--- src/design/tprc_pkg.sv ---
// Purpose: constants and types of the timer prescale, reload and capture/compare register block
// Assumes: 32-bit AXI4-Lite register access, 16-bit timer datapath
// Notes: offsets are byte addresses
package tprc_pkg;
	localparam int unsigned CNT_W = 16;
	localparam int unsigned NUM_CHAN = 4;
	localparam int unsigned ADDR_W = 8;
	localparam int unsigned DATA_W = 32;

	// register byte offsets
	localparam logic [7:0] OFF_PRESCALE = 8'h28;
	localparam logic [7:0] OFF_RELOAD = 8'h2C;
	localparam logic [7:0] OFF_CHAN0_CC = 8'h34;
	localparam logic [7:0] OFF_CHAN1_CC = 8'h38;
	localparam logic [7:0] OFF_CHAN2_CC = 8'h3C;
	localparam logic [7:0] OFF_CHAN3_CC = 8'h40;

	// field layout: value in bits 15:0, upper bits reserved
	localparam int unsigned VALUE_LSB = 0;
	localparam int unsigned VALUE_MSB = 15;

	// reset values
	localparam logic [15:0] RST_PRESCALE = 16'h0000;
	localparam logic [15:0] RST_RELOAD = 16'h0000;
	localparam logic [15:0] RST_CC_VALUE = 16'h0000;
	localparam logic [15:0] RESERVED_RD = 16'h0000;

	// bus answers and full-word strobe
	localparam logic [1:0] RESP_OKAY = 2'h0;
	localparam logic [1:0] RESP_SLVERR = 2'h2;
	localparam logic [3:0] STRB_WORD = 4'hF;

	// per-channel control and event from the timer core
	typedef struct packed {
		logic input_mode;
		logic shadow_en;
		logic capture;
	} tprc_chan_ctl_t;

	// axi4-lite request side
	typedef struct packed {
		logic awvalid;
		logic [7:0] awaddr;
		logic wvalid;
		logic [31:0] wdata;
		logic [3:0] wstrb;
		logic bready;
		logic arvalid;
		logic [7:0] araddr;
		logic rready;
	} tprc_axi_req_t;

	// axi4-lite answer side
	typedef struct packed {
		logic awready;
		logic wready;
		logic bvalid;
		logic [1:0] bresp;
		logic arready;
		logic rvalid;
		logic [31:0] rdata;
		logic [1:0] rresp;
	} tprc_axi_rsp_t;
endpackage : tprc_pkg

--- src/design/tprc_timer_regs.sv ---
// Purpose: prescaler with shadow, reload limit and four capture/compare value registers
// Assumes: timer core events arrive on aclk; software uses AXI4-Lite word access
// Notes: all outputs registered
//
// Local design decision: the AXI4-Lite interface to the registers.
`timescale 1ns/100ps
`default_nettype none
module tprc_timer_regs #(
	parameter int unsigned CNT_W = tprc_pkg::CNT_W,
	parameter int unsigned NUM_CHAN = tprc_pkg::NUM_CHAN
) (
	input wire logic aclk,
	input wire logic aresetn,
	input wire tprc_pkg::tprc_axi_req_t axi_req,
	output tprc_pkg::tprc_axi_rsp_t axi_rsp,
	input wire logic update_event,
	input wire logic [15:0] counter_value,
	input wire tprc_pkg::tprc_chan_ctl_t [3:0] chan_ctl,
	output logic kernel_count_clock,
	output logic [15:0] prescale_active,
	output logic [15:0] reload_limit,
	output logic [3:0][15:0] compare_active,
	output logic [3:0] compare_match
);
	if (CNT_W != 16 || NUM_CHAN != 4) begin : g_check
		$error("tprc_timer_regs supports only a 16-bit counter and four channels");
	end

	logic [15:0] prescale_divider_q;
	logic [15:0] prescale_shadow_q;
	logic [15:0] div_cnt_q;
	logic tick_q;
	logic [15:0] reload_limit_q;
	logic [3:0][15:0] cc_value_q;
	logic [3:0][15:0] cc_active_q;
	logic [3:0] match_q;

	logic awready_q;
	logic bvalid_q;
	logic [1:0] bresp_q;
	logic arready_q;
	logic rvalid_q;
	logic [31:0] rdata_q;
	logic [1:0] rresp_q;

	logic wr_fire;
	logic rd_fire;
	logic wr_ok;
	logic wr_hit_psc;
	logic wr_hit_rld;
	logic [3:0] wr_hit_cc;
	logic [15:0] wr_val;
	logic [31:0] rd_data;
	logic rd_hit;

	// write decode
	assign wr_fire = awready_q && axi_req.awvalid && axi_req.wvalid;
	assign wr_ok = axi_req.wstrb == tprc_pkg::STRB_WORD;
	assign wr_val = axi_req.wdata[tprc_pkg::VALUE_MSB:tprc_pkg::VALUE_LSB];
	assign wr_hit_psc = wr_fire && wr_ok && axi_req.awaddr == tprc_pkg::OFF_PRESCALE;
	assign wr_hit_rld = wr_fire && wr_ok && axi_req.awaddr == tprc_pkg::OFF_RELOAD;
	assign wr_hit_cc[0] = wr_fire && wr_ok && axi_req.awaddr == tprc_pkg::OFF_CHAN0_CC;
	assign wr_hit_cc[1] = wr_fire && wr_ok && axi_req.awaddr == tprc_pkg::OFF_CHAN1_CC;
	assign wr_hit_cc[2] = wr_fire && wr_ok && axi_req.awaddr == tprc_pkg::OFF_CHAN2_CC;
	assign wr_hit_cc[3] = wr_fire && wr_ok && axi_req.awaddr == tprc_pkg::OFF_CHAN3_CC;

	// read decode
	assign rd_fire = arready_q && axi_req.arvalid;
	always_comb begin
		rd_hit = 1'b1;
		rd_data = 32'h00000000;
		unique case (axi_req.araddr)
			tprc_pkg::OFF_PRESCALE: rd_data = {tprc_pkg::RESERVED_RD, prescale_divider_q};
			tprc_pkg::OFF_RELOAD: rd_data = {tprc_pkg::RESERVED_RD, reload_limit_q};
			tprc_pkg::OFF_CHAN0_CC: rd_data = {tprc_pkg::RESERVED_RD, cc_value_q[0]};
			tprc_pkg::OFF_CHAN1_CC: rd_data = {tprc_pkg::RESERVED_RD, cc_value_q[1]};
			tprc_pkg::OFF_CHAN2_CC: rd_data = {tprc_pkg::RESERVED_RD, cc_value_q[2]};
			tprc_pkg::OFF_CHAN3_CC: rd_data = {tprc_pkg::RESERVED_RD, cc_value_q[3]};
			default: rd_hit = 1'b0;
		endcase
	end

	// write channel: aw and w taken together
	always_ff @(posedge aclk) begin
		if (!aresetn) begin
			awready_q <= 1'b0;
		end else begin
			awready_q <= !awready_q && !bvalid_q && axi_req.awvalid && axi_req.wvalid;
		end
	end

	// write response
	always_ff @(posedge aclk) begin
		if (!aresetn) begin
			bvalid_q <= 1'b0;
			bresp_q <= tprc_pkg::RESP_OKAY;
		end else if (wr_fire) begin
			bvalid_q <= 1'b1;
			bresp_q <= (wr_ok && (wr_hit_psc || wr_hit_rld || |wr_hit_cc)) ?
				tprc_pkg::RESP_OKAY : tprc_pkg::RESP_SLVERR;
		end else if (bvalid_q && axi_req.bready) begin
			bvalid_q <= 1'b0;
		end
	end

	// read address and data
	always_ff @(posedge aclk) begin
		if (!aresetn) begin
			arready_q <= 1'b0;
			rvalid_q <= 1'b0;
			rdata_q <= 32'h00000000;
			rresp_q <= tprc_pkg::RESP_OKAY;
		end else begin
			arready_q <= !arready_q && !rvalid_q && axi_req.arvalid;
			if (rd_fire) begin
				rvalid_q <= 1'b1;
				rdata_q <= rd_data;
				rresp_q <= rd_hit ? tprc_pkg::RESP_OKAY : tprc_pkg::RESP_SLVERR;
			end else if (rvalid_q && axi_req.rready) begin
				rvalid_q <= 1'b0;
			end
		end
	end

	// prescale setting and its shadow
	always_ff @(posedge aclk) begin
		if (!aresetn) begin
			prescale_divider_q <= tprc_pkg::RST_PRESCALE;
			prescale_shadow_q <= tprc_pkg::RST_PRESCALE;
		end else begin
			if (wr_hit_psc) begin
				prescale_divider_q <= wr_val;
			end
			if (update_event) begin
				prescale_shadow_q <= prescale_divider_q;
			end
		end
	end

	// divider counter and tick
	always_ff @(posedge aclk) begin
		if (!aresetn) begin
			div_cnt_q <= 16'h0000;
			tick_q <= 1'b0;
		end else if (update_event) begin
			div_cnt_q <= 16'h0000;
			tick_q <= 1'b0;
		end else if (div_cnt_q == prescale_shadow_q) begin
			div_cnt_q <= 16'h0000;
			tick_q <= 1'b1;
		end else begin
			div_cnt_q <= div_cnt_q + 16'h0001;
			tick_q <= 1'b0;
		end
	end

	// reload limit
	always_ff @(posedge aclk) begin
		if (!aresetn) begin
			reload_limit_q <= tprc_pkg::RST_RELOAD;
		end else if (wr_hit_rld) begin
			reload_limit_q <= wr_val;
		end
	end

	// capture/compare values, capture beats a blocked write
	always_ff @(posedge aclk) begin
		if (!aresetn) begin
			cc_value_q <= {4{tprc_pkg::RST_CC_VALUE}};
		end else begin
			for (int i = 0; i < 4; i++) begin
				if (chan_ctl[i].input_mode) begin
					if (chan_ctl[i].capture) begin
						cc_value_q[i] <= counter_value;
					end
				end else if (wr_hit_cc[i]) begin
					cc_value_q[i] <= wr_val;
				end
			end
		end
	end

	// active compare values
	always_ff @(posedge aclk) begin
		if (!aresetn) begin
			cc_active_q <= {4{tprc_pkg::RST_CC_VALUE}};
		end else begin
			for (int i = 0; i < 4; i++) begin
				if (!chan_ctl[i].shadow_en || update_event) begin
					cc_active_q[i] <= cc_value_q[i];
				end
			end
		end
	end

	// compare against the counter
	always_ff @(posedge aclk) begin
		if (!aresetn) begin
			match_q <= 4'h0;
		end else begin
			for (int i = 0; i < 4; i++) begin
				match_q[i] <= !chan_ctl[i].input_mode && counter_value == cc_active_q[i];
			end
		end
	end

	assign axi_rsp.awready = awready_q;
	assign axi_rsp.wready = awready_q;
	assign axi_rsp.bvalid = bvalid_q;
	assign axi_rsp.bresp = bresp_q;
	assign axi_rsp.arready = arready_q;
	assign axi_rsp.rvalid = rvalid_q;
	assign axi_rsp.rdata = rdata_q;
	assign axi_rsp.rresp = rresp_q;
	assign kernel_count_clock = tick_q;
	assign prescale_active = prescale_shadow_q;
	assign reload_limit = reload_limit_q;
	assign compare_active = cc_active_q;
	assign compare_match = match_q;

	// helper: cycles between ticks with no update in between
	logic [16:0] gap_q;
	logic gap_valid_q;
	always_ff @(posedge aclk) begin
		if (!aresetn) begin
			gap_q <= 17'h00000;
			gap_valid_q <= 1'b0;
		end else if (update_event) begin
			gap_q <= 17'h00000;
			gap_valid_q <= 1'b0;
		end else if (tick_q) begin
			gap_q <= 17'h00001;
			gap_valid_q <= 1'b1;
		end else begin
			gap_q <= gap_q + 17'h00001;
		end
	end

	property p_tick_period;
		@(posedge aclk) disable iff (!aresetn)
		(tick_q && gap_valid_q && !update_event) |-> (gap_q == {1'b0, prescale_shadow_q} + 17'h00001);
	endproperty
	a_tick_period: assert property (p_tick_period) else $error("tick spacing differs from setting plus one");

	property p_shadow_only_on_update;
		@(posedge aclk) disable iff (!aresetn)
		!$past(update_event) |-> $stable(prescale_shadow_q);
	endproperty
	a_shadow_only_on_update: assert property (p_shadow_only_on_update) else $error("shadow changed without update");

	property p_shadow_load;
		@(posedge aclk) disable iff (!aresetn)
		update_event |=> prescale_shadow_q == $past(prescale_divider_q);
	endproperty
	a_shadow_load: assert property (p_shadow_load) else $error("shadow not loaded at update");

	property p_reload_write;
		@(posedge aclk) disable iff (!aresetn)
		wr_hit_rld |=> reload_limit_q == $past(wr_val);
	endproperty
	a_reload_write: assert property (p_reload_write) else $error("reload limit write lost");

	property p_read_upper;
		@(posedge aclk) disable iff (!aresetn)
		rvalid_q |-> rdata_q[31:16] == tprc_pkg::RESERVED_RD;
	endproperty
	a_read_upper: assert property (p_read_upper) else $error("reserved read bits not zero");

	property p_prescale_write;
		@(posedge aclk) disable iff (!aresetn)
		wr_hit_psc |=> prescale_divider_q == $past(wr_val);
	endproperty
	a_prescale_write: assert property (p_prescale_write) else $error("prescale write lost");

	property p_bad_strobe;
		@(posedge aclk) disable iff (!aresetn)
		(wr_fire && !wr_ok) |=> bvalid_q && bresp_q == tprc_pkg::RESP_SLVERR;
	endproperty
	a_bad_strobe: assert property (p_bad_strobe) else $error("partial write not refused");

	property p_capture;
		@(posedge aclk) disable iff (!aresetn)
		(chan_ctl[0].input_mode && chan_ctl[0].capture) |=> cc_value_q[0] == $past(counter_value);
	endproperty
	a_capture: assert property (p_capture) else $error("capture value not stored");

	property p_input_readonly;
		@(posedge aclk) disable iff (!aresetn)
		(chan_ctl[1].input_mode && !chan_ctl[1].capture) |=> $stable(cc_value_q[1]);
	endproperty
	a_input_readonly: assert property (p_input_readonly) else $error("input channel value changed by write");

	property p_match;
		@(posedge aclk) disable iff (!aresetn)
		(!chan_ctl[2].input_mode && counter_value == cc_active_q[2]) |=> compare_match[2];
	endproperty
	a_match: assert property (p_match) else $error("compare match missed");

	property p_shadowed_hold;
		@(posedge aclk) disable iff (!aresetn)
		(chan_ctl[3].shadow_en && !update_event) |=> $stable(cc_active_q[3]);
	endproperty
	a_shadowed_hold: assert property (p_shadowed_hold) else $error("shadowed compare changed early");

	property p_divider_clear;
		@(posedge aclk) disable iff (!aresetn)
		update_event |=> div_cnt_q == 16'h0000 && !tick_q;
	endproperty
	a_divider_clear: assert property (p_divider_clear) else $error("divider not cleared on update");

	property p_divider_bound;
		@(posedge aclk) disable iff (!aresetn)
		div_cnt_q <= prescale_shadow_q;
	endproperty
	a_divider_bound: assert property (p_divider_bound) else $error("divider ran past setting");

	property p_compare_direct;
		@(posedge aclk) disable iff (!aresetn)
		!chan_ctl[0].shadow_en |=> cc_active_q[0] == $past(cc_value_q[0]);
	endproperty
	a_compare_direct: assert property (p_compare_direct) else $error("direct compare value not followed");

	property p_output_write;
		@(posedge aclk) disable iff (!aresetn)
		(!chan_ctl[1].input_mode && wr_hit_cc[1]) |=> cc_value_q[1] == $past(wr_val);
	endproperty
	a_output_write: assert property (p_output_write) else $error("output channel write lost");

	property p_input_no_match;
		@(posedge aclk) disable iff (!aresetn)
		chan_ctl[3].input_mode |=> !compare_match[3];
	endproperty
	a_input_no_match: assert property (p_input_no_match) else $error("match flagged in input mode");

	c_write_done: cover property (@(posedge aclk) disable iff (!aresetn) wr_fire ##1 bvalid_q);
	c_read_done: cover property (@(posedge aclk) disable iff (!aresetn) rd_fire ##1 rvalid_q);
	c_slow_tick: cover property (@(posedge aclk) disable iff (!aresetn)
		tick_q && gap_valid_q && prescale_shadow_q == 16'h0002);
	c_capture: cover property (@(posedge aclk) disable iff (!aresetn)
		chan_ctl[0].input_mode && chan_ctl[0].capture);
endmodule : tprc_timer_regs
`default_nettype wire

--- config.mk ---
export PLATFORM = sky130hd
export DESIGN_NAME = tprc_timer_regs
export DESIGN_NICKNAME = d
export VERILOG_FILES = /design/src/design/tprc_pkg.sv /design/src/design/tprc_timer_regs.sv
export SDC_FILE = /design/constraint.sdc
export NUM_CORES = 1
export LEC_CHECK = 0
export BUFFER_PORTS_ARGS = -buffer_cell sky130_fd_sc_hd__buf_2
export CAP_MARGIN = 40
export CORE_AREA = 2 2 145 147
export DETAILED_ROUTE_END_ITERATION = 8
export DIE_AREA = 0 0 147 149
export PLACE_DENSITY = 0.79
export SLEW_MARGIN = 5
export SYNTH_ARGS = -nofsm -noshare
export SYNTH_HDL_FRONTEND = slang
export SYNTH_SLANG_ARGS = --single-unit
--- constraint.sdc ---
create_clock -name aclk -period 2.4 [get_ports aclk]
set_input_delay 0.24 -clock aclk [delete_from_list [all_inputs] [get_ports aclk]]
set_output_delay 0.24 -clock aclk [all_outputs]
set_load 0.005 [all_outputs]
Word level (Yosys, flattened, before mapping)
Cells that the tools add are included.
{"block": "word_totals", "register_bits": 237, "latch_bits": 0, "ram_bits": 0, "rom_bits": 0, "inputBits": 88, "out_inout_bits": 142, "elab_cells": 120, "mem_count": 0}
{"block": "classes", "add_sub_neg": 1, "n_mul": 0, "div_mod_pow": 0, "n_lt_le_gt_ge": 0, "eq_ne": 22, "n_shift": 0, "n_mux": 21, "bitwise_logic": 1, "reduce_logical": 54}
{"operator": "16-bit two-way mux", "n": 12}
{"operator": "16-bit one-hot mux with 6 select lines", "n": 1}
{"operator": "16-bit equality test", "n": 5}
{"operator": "8-bit by 6-bit equality test with 1-bit output, second input constant", "n": 10}
{"operator": "1-bit logical AND", "n": 22}
{"operator": "16-bit by 1-bit adder with 16-bit output, second input constant", "n": 1}
{"operator": "8-bit by 7-bit equality test with 1-bit output, second input constant", "n": 2}
{"operator": "1-bit zero test", "n": 12}
{"operator": "2-bit nonzero test", "n": 6}
{"operator": "2-bit inequality test, second input constant", "n": 4}
{"operator": "2-bit AND reduction", "n": 4}
{"operator": "1-bit logical OR", "n": 6}
{"operator": "1-bit two-way mux", "n": 6}
{"operator": "6-bit OR reduction", "n": 1}
{"operator": "4-bit equality test, second input constant", "n": 1}
{"operator": "2-bit two-way mux", "n": 2}
{"operator": "4-bit OR reduction", "n": 1}
{"operator": "3-bit OR reduction", "n": 1}
{"operator": "2-bit OR reduction", "n": 1}
{"operator": "1-bit NOT", "n": 1}

Logic depth before layout (Yosys ltp)
{"block": "logic_depth", "word_depth": 8, "mapped_depth": 7, "ltp_nobuf": 5}

Least setup slack after synthesis
Ideal clock, no wire load.
{"block": "synth_path", "kind": "reg2reg", "startpoint": "register div_cnt_q[0]", "endpoint": "register div_cnt_q[14]", "setup_ns": 0.086, "t_arrival_ns": 1.549, "required_ns": 2.314, "setup_slack_ns": 0.766, "path_stages_with_launch": 7, "n_path_buf": 1, "synth_period_minus_slack_ns": 1.634, "cell_sequence": "dfxtp_1 > ha_1 > and2_1 > clkbuf_1 > nand2_1 > or3_2 > a211oi_1"}
{"block": "synth_between", "elab_chain_len": 2, "word_cells_on_any_way": 3, "classes_between": "add/sub (1); eq/ne (1); reduce/logical (1)"}
{"item": "from (decl)", "line_no": "tprc_timer_regs.sv:31", "text": "logic [15:0] div_cnt_q;"}
{"item": "from (signal assigned)", "line_no": "tprc_timer_regs.sv:152", "text": "div_cnt_q <= div_cnt_q + 16'h0001;"}
{"item": "branches (longest 2 deep; another with 16-bit by 1-bit adder with 16-bit output)"}
Parallel ways; which one is timed is not known.
A chain may end at the register's enable or synchronous reset.

Worst setup path after layout
{"block": "layout_path", "startpoint": "register div_cnt_q[11]", "endpoint": "register div_cnt_q[9]"}
{"block": "layout_between", "elab_chain_len": 2}
{"item": "16-bit equality test", "line_no": "tprc_timer_regs.sv:148", "text": "end else if (div_cnt_q == prescale_shadow_q) begin"}
{"item": "3-bit OR reduction (no line)"}
No other way between the ends.

==> summary.md <==
| Metric | Value |
|---|---|
| Met1 Wirelength | `14700 um` |
| Average size of a mapped cell | `8.42 um2` |
| Critical Path AT | `approximately 2200 ps` |
| Die height | `149 um` |
| Ys async rst share | `0%` |
| Fin. max-slew vios | `0` |
| CTS tree | `yes` |
| Routed vias | `around 10000` |
| Site Rows | `53` |
| Post-cts resize count | `0` |
| Global-route wire length before repair | `55100 um` |
| R2R depth | `5` |
| Dpl ws | `approximately 390 ps` |
| DRT iter0 DRCs | `between 1500 and 2000` |
| Final Wtd Congestion | `0.950` |
| Top Metal Used | `met4` |
| Syn Inst Count | `1299` |
| Initial Util | `between 50% and 60%` |
| CP endpoint kind | `flop` |
| Worst Hold Depth | `3` |
| Tmin final | `1810 ps` |
| Peak VDD IR | `0.000524 V` |
| Clock power frac | `45.5%` |
| First-pass DRT Iterations | `8` |
| Leak Pwr | `0.00521 uW` |
| Share of cells above drive strength 1 | `20.2%` |
| Maxcap violations | `0` |
| WL per Instance | `21.8 um` |
| Wirelength, routed | `37200 um` |
| Clock skew after layout | `26.3 ps` |
| Final Core Density | `61.8%` |
| Power, Total | `8900 uW` |
| Final period utilization | `around three quarters` |
| PwrDens | `700 nW/um2` |
| Slew @ Worst Pin | `a little over 800 ps` |
| Hold Vio Cnt, Final | `0` |
| Port buffer count | `just under 200` |
| Layout area overhead | `16.2%` |
| Logic pwr share | `10.4%` |
| Post-Layout Inst Area | `12700 um2` |
| RSZ-0062 raised after global routing | `no` |
| Met3 wire length | `roughly 4300 um` |
| Initial antenna violation count | `1` |
| Worst Path Required | `around 2800 ps` |
| Met2 wire len | `16000 um` |
| Crit Path Max Fanout | `9` |
| Core area | `20600 um2` |
| Status | `completed` |
| FF+latch count, synth | `219` |
| Maximum root-to-sink buffer count | `3` |
| Nets | `approximately 1500` |
| Switching share of power | `25.6%` |
| Relative slew slack | `46.2%` |
| Sequential share of power | `44.1%` |
| Top Ports | `230` |
| Psw | `2280 uW` |
| Clk root buf | `clkbuf_16` |
| Vias in the first global route | `9464` |
| All-Layer GR Usage | `32.4%` |
| Mapped Area | `10900 um2` |
| H-tree Lvls | `1` |
| Layout fillers | `1758` |
| Clk sinks | `219` |
| Internal | `6620 uW` |
| Largest net degree at the start of global routing | `115` |
| Synth cell types | `53` |
| Final setup vio count | `0` |
| Worst-path clk slew | `60 ps` |
| Post-CTS Setup Inserts | `0` |
| CP startpoint kind | `flop` |
| DRC viols | `0` |
| Final WS setup | `between 500 and 600 ps` |
| Detail Route Antenna Nets | `0` |
| Clock latency on the worst-skew pair | `530 ps` |
| Die ar. | `between 20000 and 25000 um2` |
| Fmax | `554 MHz` |
| Hold Crit Class | `input port to flop` |
| Synth Flop Type | `dfxtp_1` |
| CTS buffer count | `24` |
| Via density | `between 6 and 7` |
| Placed cell area | `11800 um2` |
| Post-synth EDFFs | `0` |
| Sequential area share after synthesis | `between 40% and 50%` |
| DIE WIDTH | `147 um` |
| Post-Route Setup TNS | `0 ps` |
| Ys Warns | `0` |
| Hold buffers post-CTS | `3` |
| Total grt overflow | `0` |
| Final HPWL DP | `25900 um` |
| Critical path class | `flop to flop` |
## path summary, 6_finish.rpt
path / slack, ps / endpoint / from
worst max register to register: 590 / div_cnt_q[9] / div_cnt_q[11]
worst max-delay path: 590 / div_cnt_q[9] / div_cnt_q[11]
worst min-delay path: 5 / bvalid_q / axi_req[10]
worst min register to register: 450 / awready_q / bvalid_q
## flip-flops by register name, summed over array words and instances (netlist names)
name / flops
awready_q: 1
prescale_active: 16
div_cnt_q: 16
compare_active: 64
kernel_count_clock: 1
cc_value_q: 64
rdata_q: 16
prescale_divider_q: 16
rresp_q: 1
rvalid_q: 1
reload_limit: 16
arready_q: 1
bvalid_q: 1
bresp_q: 1
compare_match: 4
## cell usage in the layout, fill, tap and decap left out, drive strengths merged, types with 22 or more instances in the layout
| master | n |
|---|---|
| a21oi | 146 |
| a31oi | 32 |
| buf | 218 |
| clkbuf | 31 |
| dfxtp | 219 |
| mux2i | 80 |
| nand2 | 232 |
| nand2b | 39 |
| nand3 | 40 |
| nor2 | 22 |
| o211ai | 32 |
| o21ai | 84 |
| xnor2 | 35 |
| xor2 | 56 |
## cell usage after synthesis (3+ instances only)
| cell | instances | area share, % |
|---|---|---|
| nor3_1 | 20 | 0.92 |
| buf_6 | 3 | 0.31 |
| nor4_1 | 14 | 0.80 |
| nor2_1 | 22 | 0.76 |
| nor2b_1 | 5 | 0.29 |
| xnor2_1 | 35 | 2.8 |
| nand4_1 | 16 | 0.92 |
| mux4_2 | 16 | 3.3 |
| and2_1 | 4 | 0.23 |
| dfxtp_1 | 219 | 40 |
| o211ai_1 | 32 | 2.2 |
| nor3b_1 | 3 | 0.21 |
| xor2_1 | 56 | 4.5 |
| nand3_1 | 40 | 1.8 |
| a31oi_1 | 32 | 1.8 |
| a222oi_1 | 15 | 1.4 |
| nand2_1 | 232 | 8.0 |
| and3_1 | 3 | 0.17 |
| clkbuf_1 | 93 | 3.2 |
| a22o_1 | 3 | 0.24 |
| and4_1 | 4 | 0.32 |
| nand2b_1 | 39 | 2.2 |
| buf_4 | 29 | 2.0 |
| buf_2 | 21 | 0.96 |
| o21ai_0 | 84 | 3.8 |
| mux2i_1 | 80 | 7.3 |
| inv_1 | 3 | 0.10 |
| a21oi_1 | 146 | 6.7 |
## cell type report
type	instances	area (um2)	area share, %
Inverter	3	12.5	0.0984
Clock buffer	31	667	5.25
Multi-Input combinational cell	945	5890	46.3
Antenna cell	2	5.00	0.0394
Timing Repair Buffer	221	1210	9.49
Sequential cell	219	4380	34.5
Clock inverter	13	204	1.60
Tap cell	275	344	2.71
## power groups by stage
stage / Sequential, uW / Combinational, uW / Clock (uW)
floorplan: 3940 / 604 / 0
global placement: 3990 / 862 / 0
detailed placement: 4000 / 894 / 0
CTS: 3920 / 905 / 4050
global route: 3930 / 996 / 4220
finish: 3920 / 930 / 4050
## cell families (layout without fill, tap and decap cells)
kind of cell             Yosys count  after routing  share of synthesized area [%]
adder cells (fa/ha/maj)            1              1                          0.114
XOR/XNOR                          91             91                           7.29
flip-flops                       219            219                           40.1
buffers and inverters            152            268                           6.67
other                              1             20                         0.0343
multiplexers                      96             96                           10.6
AO/OA/AOI/OAI                    318            318                           16.6
AND/OR/NAND/NOR                  421            421                           18.5
## worst max-delay path: stages (launching register included)
cell and delay [ps]:
dfxtp_1 480, xnor2_1 160, nand4_1 160, nor4_4 550, buf_4 260, nor3_1 70
## metrics by stage
step                      hold slack [ps]  instances
after CTS                            2.00       1707
after global routing                 15.5       1707
after detailed placement              434       1660
final                                5.03       1709
after floorplan                       359       1316
after global placement                432       1656
## metal layers
layer	vias to the layer above	GRT usage, %
met5	-	0
met3	121	6.09
met2	682	49.8
li1	4747	-
met4	0	16.5
met1	4888	43.9
Note: power is estimated with default switching activity, not from simulation.
